[src/irq_status_pkg.sv]
// Shared constants for the interrupt rank status and service clear block
package irq_status_pkg;

    localparam int SRC_COUNT = 26;
    localparam int VECTOR_W = 6;

    // Register byte addresses
    localparam logic [31:0] ADDR_PROG_GROUP_RANK = 32'h01e00010;
    localparam logic [31:0] ADDR_PROG_MASTER_RANK = 32'h01e00014;
    localparam logic [31:0] ADDR_CUR_GROUP_RANK = 32'h01e00018;
    localparam logic [31:0] ADDR_CUR_MASTER_RANK = 32'h01e0001c;
    localparam logic [31:0] ADDR_SERVICE = 32'h01e00020;
    localparam logic [31:0] ADDR_NORMAL_CLEAR = 32'h01e00024;
    localparam logic [31:0] ADDR_FAST_CLEAR = 32'h01e0003c;
    localparam logic [31:0] ADDR_PENDING = 32'h01e00040;
    localparam logic [31:0] ADDR_ENABLE_MASK = 32'h01e00044;
    localparam logic [31:0] ADDR_FAST_SELECT = 32'h01e00048;

    // Reset values
    localparam logic [31:0] RST_GROUP_RANK = 32'h1b1b1b1b;
    localparam logic [7:0] RST_RANK_BYTE = 8'h1b;
    localparam logic [12:0] RST_PROG_MASTER = 13'h1f1b;
    localparam logic [25:0] RST_SERVICE = 26'h0000000;

    // Master word fields and the lowest rank code
    localparam int MASTER_MODE_BIT = 12;
    localparam int GROUP_MODE_LSB = 8;
    localparam int VECTOR_LSB = 8;
    localparam logic [1:0] RANK_LOWEST = 2'h3;

    // Sources outside the four groups, served after every grouped source
    localparam logic [25:0] UNGROUPED_MASK = 26'h030c30f;

    // Source bit of each slot, group A..D by slot A..D
    localparam logic [4:0] GROUP_SRC [4][4] = '{
        '{5'h19, 5'h18, 5'h17, 5'h16},
        '{5'h13, 5'h12, 5'h11, 5'h10},
        '{5'h0d, 5'h0c, 5'h0b, 5'h0a},
        '{5'h07, 5'h06, 5'h05, 5'h04}
    };

    typedef enum logic {
        SVC_IDLE,
        SVC_BUSY
    } service_state_type;

endpackage

[src/rank_slot_if.sv]
// Signals between the controller and one rank arbiter and rotator pair
`timescale 1ns/1ps
`default_nettype none
interface rank_slot_if;
    logic [7:0] rank;
    logic [3:0] req;
    logic [3:0] grant;
    logic any;
    logic [1:0] served;
    logic [7:0] rotated;

    modport owner (output rank, output req, output served,
                   input grant, input any, input rotated);
    modport arbiter (input rank, input req, output grant, output any);
    modport rotator (input rank, input served, output rotated);
endinterface
`default_nettype wire

[src/irq_priority_status_and_service_clear.sv]
// Interrupt rank status, service tracking and service clear with APB access
`timescale 1ns/1ps
`default_nettype none
module irq_priority_status_and_service_clear (
    // Clock and reset
    input wire logic clk_sys_in,
    input wire logic rst_n_in,
    // APB slave
    input wire logic psel_in,
    input wire logic penable_in,
    input wire logic pwrite_in,
    input wire logic [31:0] paddr_in,
    input wire logic [31:0] pwdata_in,
    output logic [31:0] prdata_out,
    output logic pready_out,
    output logic pslverr_out,
    // Interrupt sources and requests to the core
    input wire logic [25:0] src_irq_in,
    output logic irq_out,
    output logic fast_irq_out
);

    localparam int GROUPS = 4;

    // Register state
    logic [31:0] prog_group_rank_reg;
    logic [12:0] prog_master_reg;
    logic [31:0] cur_group_rank_reg;
    logic [7:0] cur_master_rank_reg;
    logic [25:0] pending_reg;
    logic [25:0] enable_mask_reg;
    logic [25:0] fast_select_reg;
    logic [25:0] service_reg;
    logic [5:0] vector_reg;
    logic [1:0] served_group_reg;
    logic [1:0] served_slot_reg;
    logic served_grouped_reg;
    irq_status_pkg::service_state_type state_reg;

    // Bus outputs and interrupt lines
    logic [31:0] prdata_reg;
    logic pready_reg;
    logic pslverr_reg;
    logic irq_reg;
    logic fast_irq_reg;

    // Decoded bus events
    logic write_take;
    logic normal_clear_hit;
    logic fast_clear_hit;
    logic [25:0] clear_bits;
    logic service_end;

    // Arbitration
    logic [25:0] normal_req;
    logic [3:0] group_grant [GROUPS];
    logic [3:0] group_any;
    logic [7:0] group_rotated [GROUPS];
    logic [3:0] master_grant;
    logic master_any;
    logic [7:0] master_rotated;
    logic win_valid;
    logic win_grouped;
    logic [4:0] win_idx;
    logic [1:0] win_group;
    logic [1:0] win_slot;

    function automatic logic [1:0] onehot_index(input logic [3:0] onehot);
        logic [1:0] idx;
        idx = 2'h0;
        for (int i = 0; i < 4; i++) begin
            if (onehot[i]) begin
                idx = 2'(i);
            end
        end
        return idx;
    endfunction

    // Slot interfaces: entries 0..3 are groups A..D, entry 4 is the master level
    rank_slot_if slot_if [GROUPS + 1] ();

    genvar g;
    generate
        for (g = 0; g < GROUPS; g++) begin : group_slot
            assign slot_if[g].rank = cur_group_rank_reg[(3 - g) * 8 +: 8];
            // Request and grant bits are indexed by slot A..D, as the rank fields are
            assign slot_if[g].req = {normal_req[irq_status_pkg::GROUP_SRC[g][3]],
                                     normal_req[irq_status_pkg::GROUP_SRC[g][2]],
                                     normal_req[irq_status_pkg::GROUP_SRC[g][1]],
                                     normal_req[irq_status_pkg::GROUP_SRC[g][0]]};
            assign slot_if[g].served = served_slot_reg;
            assign group_grant[g] = slot_if[g].grant;
            assign group_any[g] = slot_if[g].any;
            assign group_rotated[g] = slot_if[g].rotated;
            rank_arbiter group_arb (
                .slot(slot_if[g])
            );
            rank_rotator group_rot (
                .slot(slot_if[g])
            );
        end
    endgenerate

    assign slot_if[GROUPS].rank = cur_master_rank_reg;
    assign slot_if[GROUPS].req = group_any;
    assign slot_if[GROUPS].served = served_group_reg;
    assign master_grant = slot_if[GROUPS].grant;
    assign master_any = slot_if[GROUPS].any;
    assign master_rotated = slot_if[GROUPS].rotated;

    rank_arbiter master_arb (
        .slot(slot_if[GROUPS])
    );
    rank_rotator master_rot (
        .slot(slot_if[GROUPS])
    );

    // Bus decode; a write lands on the access edge that sees pready high
    assign write_take = psel_in && penable_in && pready_reg && pwrite_in;
    assign normal_clear_hit = write_take && paddr_in == irq_status_pkg::ADDR_NORMAL_CLEAR;
    assign fast_clear_hit = write_take && paddr_in == irq_status_pkg::ADDR_FAST_CLEAR;
    assign clear_bits = (normal_clear_hit || fast_clear_hit) ? pwdata_in[25:0] : 26'h0;
    assign service_end = normal_clear_hit || fast_clear_hit;

    // Fast sources never compete for the service word
    assign normal_req = pending_reg & enable_mask_reg & ~fast_select_reg;

    // Winner: grouped sources by master then group rank, then ungrouped by bit
    always_comb begin
        logic [1:0] grp;
        logic [1:0] slt;
        grp = onehot_index(master_grant);
        slt = onehot_index(group_grant[grp]);
        win_valid = 1'b0;
        win_grouped = 1'b0;
        win_idx = 5'h00;
        win_group = grp;
        win_slot = slt;
        if (master_any) begin
            win_valid = 1'b1;
            win_grouped = 1'b1;
            win_idx = irq_status_pkg::GROUP_SRC[grp][slt];
        end else begin
            for (int i = 0; i < irq_status_pkg::SRC_COUNT; i++) begin
                if (normal_req[i] && irq_status_pkg::UNGROUPED_MASK[i]) begin
                    win_valid = 1'b1;
                    win_idx = 5'(i);
                end
            end
        end
    end

    // Programmed ranks and modes
    always_ff @(posedge clk_sys_in or negedge rst_n_in) begin
        if (!rst_n_in) begin
            prog_group_rank_reg <= irq_status_pkg::RST_GROUP_RANK;
            prog_master_reg <= irq_status_pkg::RST_PROG_MASTER;
        end else if (write_take && paddr_in == irq_status_pkg::ADDR_PROG_GROUP_RANK) begin
            prog_group_rank_reg <= pwdata_in;
        end else if (write_take && paddr_in == irq_status_pkg::ADDR_PROG_MASTER_RANK) begin
            prog_master_reg <= pwdata_in[12:0];
        end
    end

    // Masks and fast selection
    always_ff @(posedge clk_sys_in or negedge rst_n_in) begin
        if (!rst_n_in) begin
            enable_mask_reg <= 26'h0;
            fast_select_reg <= 26'h0;
        end else if (write_take && paddr_in == irq_status_pkg::ADDR_ENABLE_MASK) begin
            enable_mask_reg <= pwdata_in[25:0];
        end else if (write_take && paddr_in == irq_status_pkg::ADDR_FAST_SELECT) begin
            fast_select_reg <= pwdata_in[25:0];
        end
    end

    // Pending flags: a high source line in the clearing cycle wins over the clear
    always_ff @(posedge clk_sys_in or negedge rst_n_in) begin
        if (!rst_n_in) begin
            pending_reg <= 26'h0;
        end else begin
            pending_reg <= (pending_reg & ~clear_bits) | src_irq_in;
        end
    end

    // Current group ranks
    always_ff @(posedge clk_sys_in or negedge rst_n_in) begin
        if (!rst_n_in) begin
            cur_group_rank_reg <= irq_status_pkg::RST_GROUP_RANK;
        end else begin
            for (int i = 0; i < GROUPS; i++) begin
                if (prog_master_reg[irq_status_pkg::GROUP_MODE_LSB + 3 - i]) begin
                    cur_group_rank_reg[(3 - i) * 8 +: 8] <=
                        prog_group_rank_reg[(3 - i) * 8 +: 8];
                end else if (write_take && paddr_in == irq_status_pkg::ADDR_PROG_GROUP_RANK) begin
                    cur_group_rank_reg[(3 - i) * 8 +: 8] <= pwdata_in[(3 - i) * 8 +: 8];
                end else if (service_end && state_reg == irq_status_pkg::SVC_BUSY
                             && served_grouped_reg && served_group_reg == 2'(i)) begin
                    cur_group_rank_reg[(3 - i) * 8 +: 8] <= group_rotated[i];
                end
            end
        end
    end

    // Current master ranks
    always_ff @(posedge clk_sys_in or negedge rst_n_in) begin
        if (!rst_n_in) begin
            cur_master_rank_reg <= irq_status_pkg::RST_RANK_BYTE;
        end else if (prog_master_reg[irq_status_pkg::MASTER_MODE_BIT]) begin
            cur_master_rank_reg <= prog_master_reg[7:0];
        end else if (write_take && paddr_in == irq_status_pkg::ADDR_PROG_MASTER_RANK) begin
            cur_master_rank_reg <= pwdata_in[7:0];
        end else if (service_end && state_reg == irq_status_pkg::SVC_BUSY
                     && served_grouped_reg) begin
            cur_master_rank_reg <= master_rotated;
        end
    end

    // Service tracking: one source at a time, ended only by a clear write
    always_ff @(posedge clk_sys_in or negedge rst_n_in) begin
        if (!rst_n_in) begin
            state_reg <= irq_status_pkg::SVC_IDLE;
            service_reg <= irq_status_pkg::RST_SERVICE;
            vector_reg <= 6'h00;
            served_group_reg <= 2'h0;
            served_slot_reg <= 2'h0;
            served_grouped_reg <= 1'b0;
        end else begin
            case (state_reg)
                irq_status_pkg::SVC_IDLE: begin
                    if (win_valid && !service_end) begin
                        service_reg <= 26'h1 << win_idx;
                        vector_reg <= {1'b0, win_idx};
                        served_group_reg <= win_group;
                        served_slot_reg <= win_slot;
                        served_grouped_reg <= win_grouped;
                        state_reg <= irq_status_pkg::SVC_BUSY;
                    end
                end
                irq_status_pkg::SVC_BUSY: begin
                    if (service_end) begin
                        service_reg <= 26'h0;
                        state_reg <= irq_status_pkg::SVC_IDLE;
                    end
                end
                default: begin
                    state_reg <= irq_status_pkg::SVC_IDLE;
                end
            endcase
        end
    end

    // Interrupt lines: unmasked pending flags of each kind
    always_ff @(posedge clk_sys_in or negedge rst_n_in) begin
        if (!rst_n_in) begin
            irq_reg <= 1'b0;
            fast_irq_reg <= 1'b0;
        end else begin
            irq_reg <= |normal_req;
            fast_irq_reg <= |(pending_reg & enable_mask_reg & fast_select_reg);
        end
    end

    // APB answer: data is sampled in the setup cycle, ready in the first access cycle
    always_ff @(posedge clk_sys_in or negedge rst_n_in) begin
        if (!rst_n_in) begin
            pready_reg <= 1'b0;
            pslverr_reg <= 1'b0;
            prdata_reg <= 32'h0;
        end else begin
            pready_reg <= psel_in && !penable_in;
            // Error stands only with ready; the read data holds until the next setup cycle
            pslverr_reg <= 1'b0;
            if (psel_in && !penable_in) begin
                prdata_reg <= 32'h0;
                if (paddr_in == irq_status_pkg::ADDR_PROG_GROUP_RANK) begin
                    prdata_reg <= prog_group_rank_reg;
                end else if (paddr_in == irq_status_pkg::ADDR_PROG_MASTER_RANK) begin
                    prdata_reg <= {19'h0, prog_master_reg};
                end else if (paddr_in == irq_status_pkg::ADDR_CUR_GROUP_RANK) begin
                    prdata_reg <= cur_group_rank_reg;
                end else if (paddr_in == irq_status_pkg::ADDR_CUR_MASTER_RANK) begin
                    prdata_reg <= {16'h0, 2'h0, vector_reg, cur_master_rank_reg};
                end else if (paddr_in == irq_status_pkg::ADDR_SERVICE) begin
                    prdata_reg <= {6'h0, service_reg};
                end else if (paddr_in == irq_status_pkg::ADDR_NORMAL_CLEAR) begin
                    prdata_reg <= 32'h0;
                end else if (paddr_in == irq_status_pkg::ADDR_FAST_CLEAR) begin
                    prdata_reg <= 32'h0;
                end else if (paddr_in == irq_status_pkg::ADDR_PENDING) begin
                    prdata_reg <= {6'h0, pending_reg};
                end else if (paddr_in == irq_status_pkg::ADDR_ENABLE_MASK) begin
                    prdata_reg <= {6'h0, enable_mask_reg};
                end else if (paddr_in == irq_status_pkg::ADDR_FAST_SELECT) begin
                    prdata_reg <= {6'h0, fast_select_reg};
                end else begin
                    pslverr_reg <= 1'b1;
                end
            end
        end
    end

    assign prdata_out = prdata_reg;
    assign pready_out = pready_reg;
    assign pslverr_out = pslverr_reg;
    assign irq_out = irq_reg;
    assign fast_irq_out = fast_irq_reg;

endmodule
`default_nettype wire

[src/rank_arbiter.sv]
// Picks the requesting slot with the best 2-bit rank code
`timescale 1ns/1ps
`default_nettype none
module rank_arbiter (
    rank_slot_if.arbiter slot
);
    always_comb begin
        logic found;
        found = 1'b0;
        slot.grant = 4'h0;
        for (int r = 0; r < 4; r++) begin
            for (int s = 0; s < 4; s++) begin
                if (!found && slot.req[s] && slot.rank[(3 - s) * 2 +: 2] == 2'(r)) begin
                    slot.grant[s] = 1'b1;
                    found = 1'b1;
                end
            end
        end
        slot.any = found;
    end
endmodule
`default_nettype wire

[src/rank_rotator.sv]
// Moves the served slot to the lowest rank and lifts the slots behind it
`timescale 1ns/1ps
`default_nettype none
module rank_rotator (
    rank_slot_if.rotator slot
);
    always_comb begin
        logic [1:0] served_code;
        logic [1:0] code;
        code = 2'h0;
        served_code = slot.rank[(3 - slot.served) * 2 +: 2];
        slot.rotated = 8'h00;
        for (int s = 0; s < 4; s++) begin
            code = slot.rank[(3 - s) * 2 +: 2];
            if (2'(s) == slot.served) begin
                slot.rotated[(3 - s) * 2 +: 2] = irq_status_pkg::RANK_LOWEST;
            end else if (code > served_code) begin
                slot.rotated[(3 - s) * 2 +: 2] = code - 2'h1;
            end else begin
                slot.rotated[(3 - s) * 2 +: 2] = code;
            end
        end
    end
endmodule
`default_nettype wire

[config.mk]
export PLATFORM = sky130hd
export DESIGN_NAME = irq_priority_status_and_service_clear
export DESIGN_NICKNAME = d
export VERILOG_FILES = /design/src/irq_status_pkg.sv /design/src/rank_slot_if.sv /design/src/irq_priority_status_and_service_clear.sv /design/src/rank_arbiter.sv /design/src/rank_rotator.sv
export SDC_FILE = /design/constraint.sdc
export NUM_CORES = 1
export LEC_CHECK = 0
export CORE_AREA = 2 2 233 235
export DETAILED_ROUTE_END_ITERATION = 10
export DIE_AREA = 0 0 235 237
export DONT_BUFFER_PORTS = 1
export PLACE_DENSITY_LB_ADDON = 0.1
export SYNTH_ARGS = -nofsm -noshare
export SYNTH_HDL_FRONTEND = slang
export SYNTH_HIERARCHICAL = 1
export SYNTH_SLANG_ARGS = --single-unit
[constraint.sdc]
create_clock -name clk_sys_in -period 4.25 [get_ports clk_sys_in]
set_input_delay 0.85 -clock clk_sys_in [delete_from_list [all_inputs] [get_ports clk_sys_in]]
set_output_delay 0.85 -clock clk_sys_in [all_outputs]
set_load 0.03 [all_outputs]
==> results of run 1 <==
## routing by layer
layer,part of all wire (%),up-vias,wire [um]
met2,46,388,29400
met5,0.025,-,16
met1,45,6886,29110
li1,-,6264,-
met3,6.0,88,3862
met4,2.8,2,1797
## power groups by stage
stage | clock network [mW] | logic [mW] | registers [mW]
6_report | 2.79 | 0.105 | 2.25
4_1_cts | 2.87 | 0.0601 | 2.25
2_1_floorplan | 0 | 0.0451 | 2.29
3_5_place_dp | 0 | 0.0596 | 2.29
3_3_place_gp | 0 | 0.0594 | 2.29
5_1_grt | 2.96 | 0.115 | 2.25
## worst max-delay path, cell delays in order (launching register included)
cell and delay, ps:
dfrtp_1 400, nand2_1 80, nor2_1 60, nor2b_2 180, a2111oi_4 380, and2_1 200, nand3_2 170, a21boi_2 240
nor3b_4 240, a32o_2 270, mux2_2 390, o211ai_1 190, buf_4 160, a311oi_2 90, buf_4 160, a311oi_4 340
nand2b_1 230, o2bb2ai_1 190
## area by class of cell
class                   instances  area share [%]
flip-flops and latches        236           33.09
clock inverters                15           1.069
well taps                     696           4.832
repair buffers                 83           3.818
clock buffers                  42           4.867
multi-input cells            1298           51.31
inverters                      49           1.021
## timing repair
item	in CTS	in global routing
endpoints found under the setup margin	25	27
gates resized for setup	4	17
endpoints found under the hold margin	191	114
pin swaps	0	5
setup buffers	0	5
## cells in the final DEF (no fill, tap or decap), types with 9 or more instances in the layout
cell	n
and3b_1	13
nand2_1	287
nor2b_1	42
nand2b_1	27
o2bb2ai_1	23
dfrtp_1	190
mux2i_1	34
mux2_2	99
nand2_2	11
or3_1	14
buf_4	79
a21oi_1	38
nor3b_1	9
a221o_1	14
nand3_1	57
nand3b_1	10
nor2_1	75
xor2_1	20
inv_1	49
a311oi_1	13
o211ai_1	27
nand4_1	13
dfstp_2	45
ha_1	42
o21ai_0	88
a21o_1	42
and3_1	11
o31ai_1	13
a22oi_1	58
o221ai_1	10
a222oi_1	13
clkbuf_16	31
## worst paths after layout
check	to	slack, ps	depth (start not counted)
min in group clk_sys_in	prog_group_rank_reg[12]	330	2
setup / recovery	service_reg[4]	200	17
max in group asynchronous	served_slot_reg[1]	3480	1
setup reg to reg	service_reg[4]	200	17
hold reg to reg	prog_group_rank_reg[17]	470	2
hold / removal	prog_group_rank_reg[20]	100	0
## stage by stage
| stage | instance area [um^2] | setup TNS [ps] | cells | setup slack (ps) |
|---|---|---|---|---|
| after global placement | 16770 | -177.7 | 2355 | -52.69 |
| after CTS | 17850 | 0 | 2412 | 14.64 |
| after global routing | 18020 | 0 | 2419 | 1.812 |
| final | 18020 | 0 | 2419 | 203.4 |
| after detailed placement | 16770 | -1955 | 2355 | -155.7 |
| after floorplan | 15620 | 0 | 1655 | 538.8 |
==> results_dict.tcl, run 1 <==
set metrics [dict create \
    path_class "reg -> reg" \
    antenna_found_initial 2 \
    slew_headroom_pct 35.57 \
    grt_max_degree 237 \
    peakVddDrop_v 0.0003036 \
    holdWs_ps 96.07 \
    fp-row-count 85 \
    clk_pin_slew_worst_paths_ps 60 \
    power_switching_share_pct 23.15 \
    setup_violations 0 \
    ios 131 \
    max_freq_mhz 247.1 \
    gp_congestion 0.8905 \
    internal_power_mw 3.959 \
    portBuffers 0 \
    worstPathMaxFanout 6 \
    grtUsageMet2_pct 35.78 \
    timing.final.crit_share_pct 95.21 \
    maxCapViolations 0 \
    seqPwrFrac_pct 43.8 \
    netlist_area_mm2 0.01562 \
    p_comb_share_pct 2.0 \
    wire_per_inst_um 26.54 \
    clockPowerShare_pct 54.2 \
    syn-instance-count 1655 \
    grt.overflow.total 0 \
    critical_path_arrival_ps 4560 \
    critPathCaptureType "flop" \
    vias 13628 \
    syn_to_final_growth_pct 15.40 \
    maxSlewViolCount 0 \
    grt-busiest-layer "met2" \
    reg2reg_from "pending_reg[11]" \
    min_period_ps 4047 \
    core_area_mm2 0.05328 \
    hold_violations 0 \
    cts_buffers 31 \
    grt_usage_pct 22.33 \
    vias_per_cell 5.634 \
    skew_ps 13.81 \
    die_x_um 235 \
    p_per_area_mw_per_mm2 285.8 \
    routed_wl_mm 64.19 \
    num-fill-cells 5498 \
    power.total_mw 5.151 \
    critPathLaunchType "flop" \
    cts_tree "built" \
    final_layout_size_suffix_gt1_share_pct 21.76 \
    final_util_pct 33.82 \
    worst_pin_slew_ps 966.4 \
    drt_iter0_markers 987 \
    grt_setup_unrepaired "no" \
    antenna_cells 0 \
    p_sw_mw 1.192 \
    grt_pass1_wl_mm 93.67 \
    use_met3_pct 4.558 \
    synth_nets 1792 \
    h-tree-depth 1 \
    nets 1836 \
    worst_ep_required_time_ps 4770 \
    startpoint "pending_reg[11]" \
    grt_pass1_vias 13482 \
    seqCellArea_mm2 0.005963 \
    drt-pass1-iter-count 8 \
    yosysWarnings 6 \
    clk_path_buf_depth 3 \
    start_util_pct 29.31 \
    fp.dieH_um 237 \
    status "complete, no violations" \
    worst_hold_path_type "in -> async" \
    drc 0 \
    final_antenna_net_count 0 \
    cts_root_buf "clkbuf_16" \
    hpwl_mm 45.52 \
    cts_sinks 236 \
    synth_area_per_cell_um2 9.437 \
    die_area_mm2 0.05570 \
    gr-usage-met1_pct 30.33 \
    power.leakage_nw 7.838 \
    insertion_delay_ps 600 \
    multiInputGateArea_mm2 0.009246 \
]
No activity file was read; power rests on OpenSTA's default activity.
==> run 2, diff against run 1 <==
CORE_AREA = 5 5 236 238   (was 2 2 233 235)
DIE_AREA = 0 0 241 243   (was 0 0 235 237)
==> run 2 against run 1 <==
Clock-buffer cell count is 10 higher. Total power is 3.2% lower. Via count is 0.68% higher. Fmax is 0.50% lower. Wire length is 0.14% lower. Register-to-register slack worse by 20 ps. Sequential power hardly changed. Global-route usage is 1.7 points lower. Critical endpoint is now service_reg[8]. Highest routed layer unchanged.
==> results_dict.tcl, run 2 (synthesized netlist as in run 1, its figures left out) <==
set metrics [dict create \
    gp_congestion 0.9172 \
    path_buf_inv 2 \
    startpoint "enable_mask_reg[22]" \
    vias 13720 \
    cts_buffers 31 \
    drt-pass1-iter-count 5 \
    grt_usage_pct 20.67 \
    hold_violations 0 \
    critPathSlowestCell "dfrtp_1" \
    holdWs_ps 114.9 \
    grt_pass1_wl_mm 91.96 \
    path_class "reg -> reg" \
    grt-busiest-layer "met2" \
    insertion_delay_ps 580 \
    final_layout_size_suffix_gt1_share_pct 22.23 \
    routed_wl_mm 64.10 \
    antenna_found_initial 2 \
    slew_headroom_pct 25.30 \
    fp.dieH_um 243 \
    tns_ps 0 \
    drt_iter0_markers 1189 \
    skew_ps 11.28 \
    final_antenna_net_count 0 \
    power.leakage_nw 7.793 \
    grt_pass1_vias 13301 \
    worst_pin_slew_ps 1114 \
    wire_per_inst_um 26.50 \
    gr-usage-met1_pct 28.68 \
    start_util_pct 29.25 \
    h-tree-depth 1 \
    die_x_um 241 \
    slowest_delay_ps 400 \
    num-fill-cells 5547 \
    worstPathMaxFanout 4 \
    setup_violations 0 \
    path_cells "nand2_1 > nor2_1 > nor2b_2 > a2111oi_4 > and2_1 > nand3_1 > a21boi_2 > a21oi_2 > nor3b_4 > a32o_2 > mux2_4 > o211ai_1 > buf_4 > buf_4 > a41oi_1 > o32ai_2 > nand2_2 > o2bb2ai_1" \
    vias_per_cell 5.672 \
    cp_top_family "compound AO/OA/AOI/OAI gates" \
    fp-row-count 85 \
    cts_tree "built" \
    p_per_area_mw_per_mm2 276.6 \
    r2r_setup_slack_ps 180 \
    critical_path_arrival_ps 4550 \
    worst_hold_path_type "in -> async" \
    worst_ep_required_time_ps 4740 \
    ios 131 \
    drc 0 \
    maxCapViolations 0 \
    clk_pin_slew_worst_paths_ps 60 \
    min_period_ps 4067 \
    syn_to_final_growth_pct 15.48 \
    grt.overflow.total 0 \
    core_area_mm2 0.05339 \
    portBuffers 0 \
    cts_root_buf "clkbuf_16" \
    nets 1836 \
    reg2reg_from "enable_mask_reg[22]" \
    peakVddDrop_v 0.0002339 \
    final_cell_mix "nand2_1, dfrtp_1, mux2_2" \
    status "complete, no violations" \
    critPathCaptureType "flop" \
    clk_path_buf_depth 3 \
    timing.final.crit_share_pct 95.70 \
    hpwl_mm 45.61 \
    mostFrequentLayoutCell "nand2_1" \
    cts_sinks 236 \
    maxSlewViolCount 0 \
    die_area_mm2 0.05856 \
    use_met3_pct 3.951 \
    grtUsageMet2_pct 33.20 \
    crit_path_frequent_cell "buf_4" \
    critPathLaunchType "flop" \
    max_freq_mhz 245.9 \
    antenna_cells 0 \
    grt_max_degree 237 \
]
==> run 2: cell types whose count changed in the layout (fill, tap and decap cells not counted), sizes merged <==
| cell | previous run | this run |
|---|---|---|
| buf | 83 | 82 |
| bufinv | 4 | 1 |
| clkbuf | 42 | 52 |
| clkinv | 9 | 3 |
| dlygate4sd3 | 0 | 1 |
| inv | 50 | 49 |
==> run 2: layout make-up <==
class	instances	area (um^2)	area share, %
clock buffers	52	954.7	5.293
clock inverters	5	52.55	0.2914
inverters	49	183.9	1.020
multi-input cells	1298	9331	51.74
flip-flops and latches	236	5963	33.07
well taps	696	870.8	4.829
repair buffers	83	678.2	3.760
==> run 2: worst paths after layout <==
kind,endpoint,cells after the start
worst max-delay path,service_reg[8],18
worst min-delay path,prog_group_rank_reg[17],0
worst max register to register,service_reg[8],18
worst min register to register,prog_group_rank_reg[8],2
max in group asynchronous,prog_master_reg[5],1
min in group clk_sys_in,prog_group_rank_reg[17],2
==> run 2: worst register-to-register path, stage by stage (launching register included) <==
cell	delay, ps
dfrtp_1	400
nand2_1	70
nor2_1	60
nor2b_2	190
a2111oi_4	360
and2_1	180
nand3_1	120
a21boi_2	200
a21oi_2	170
nor3b_4	240
a32o_2	290
mux2_4	340
o211ai_1	180
buf_4	170
buf_4	100
a41oi_1	160
o32ai_2	390
nand2_2	180
o2bb2ai_1	180
==> run 2: what timing repair did <==
action                                  4_1_cts  5_1_grt
endpoints found under the setup margin       15       26
pin swaps                                     0       11
hold endpoints to repair                    185       83
resized for setup                             3       37
gates cloned                                  0        0
setup buffers                                 0        7
==> run 2: per-layer routing <==
metal,vias to the layer above,part of all wire (%)
met5,-,0.031
met4,2,3.0
met3,91,5.7
met2,401,46
met1,6954,45
li1,6272,-
==> run 2: power breakdown <==
part,total [mW],switching (mW),internal [mW]
Combinational,0.105,0.0772,0.0275
Clock,2.63,1.06,1.57
Sequential,2.25,0.00279,2.25
==> run 2: through the flow <==
stage	std cells	area [um^2]	power, mW	utilization (%)	setup slack [ps]
after floorplan	1655	15620	2.338	-	538.8
after global placement	2352	16740	2.351	31.35	70.25
after detailed placement	2352	16740	2.352	31.35	-63.56
after CTS	2409	17750	5.032	33.25	15.78
after global routing	2419	18030	5.163	33.78	-12.00
final	2419	18030	4.988	33.78	182.9
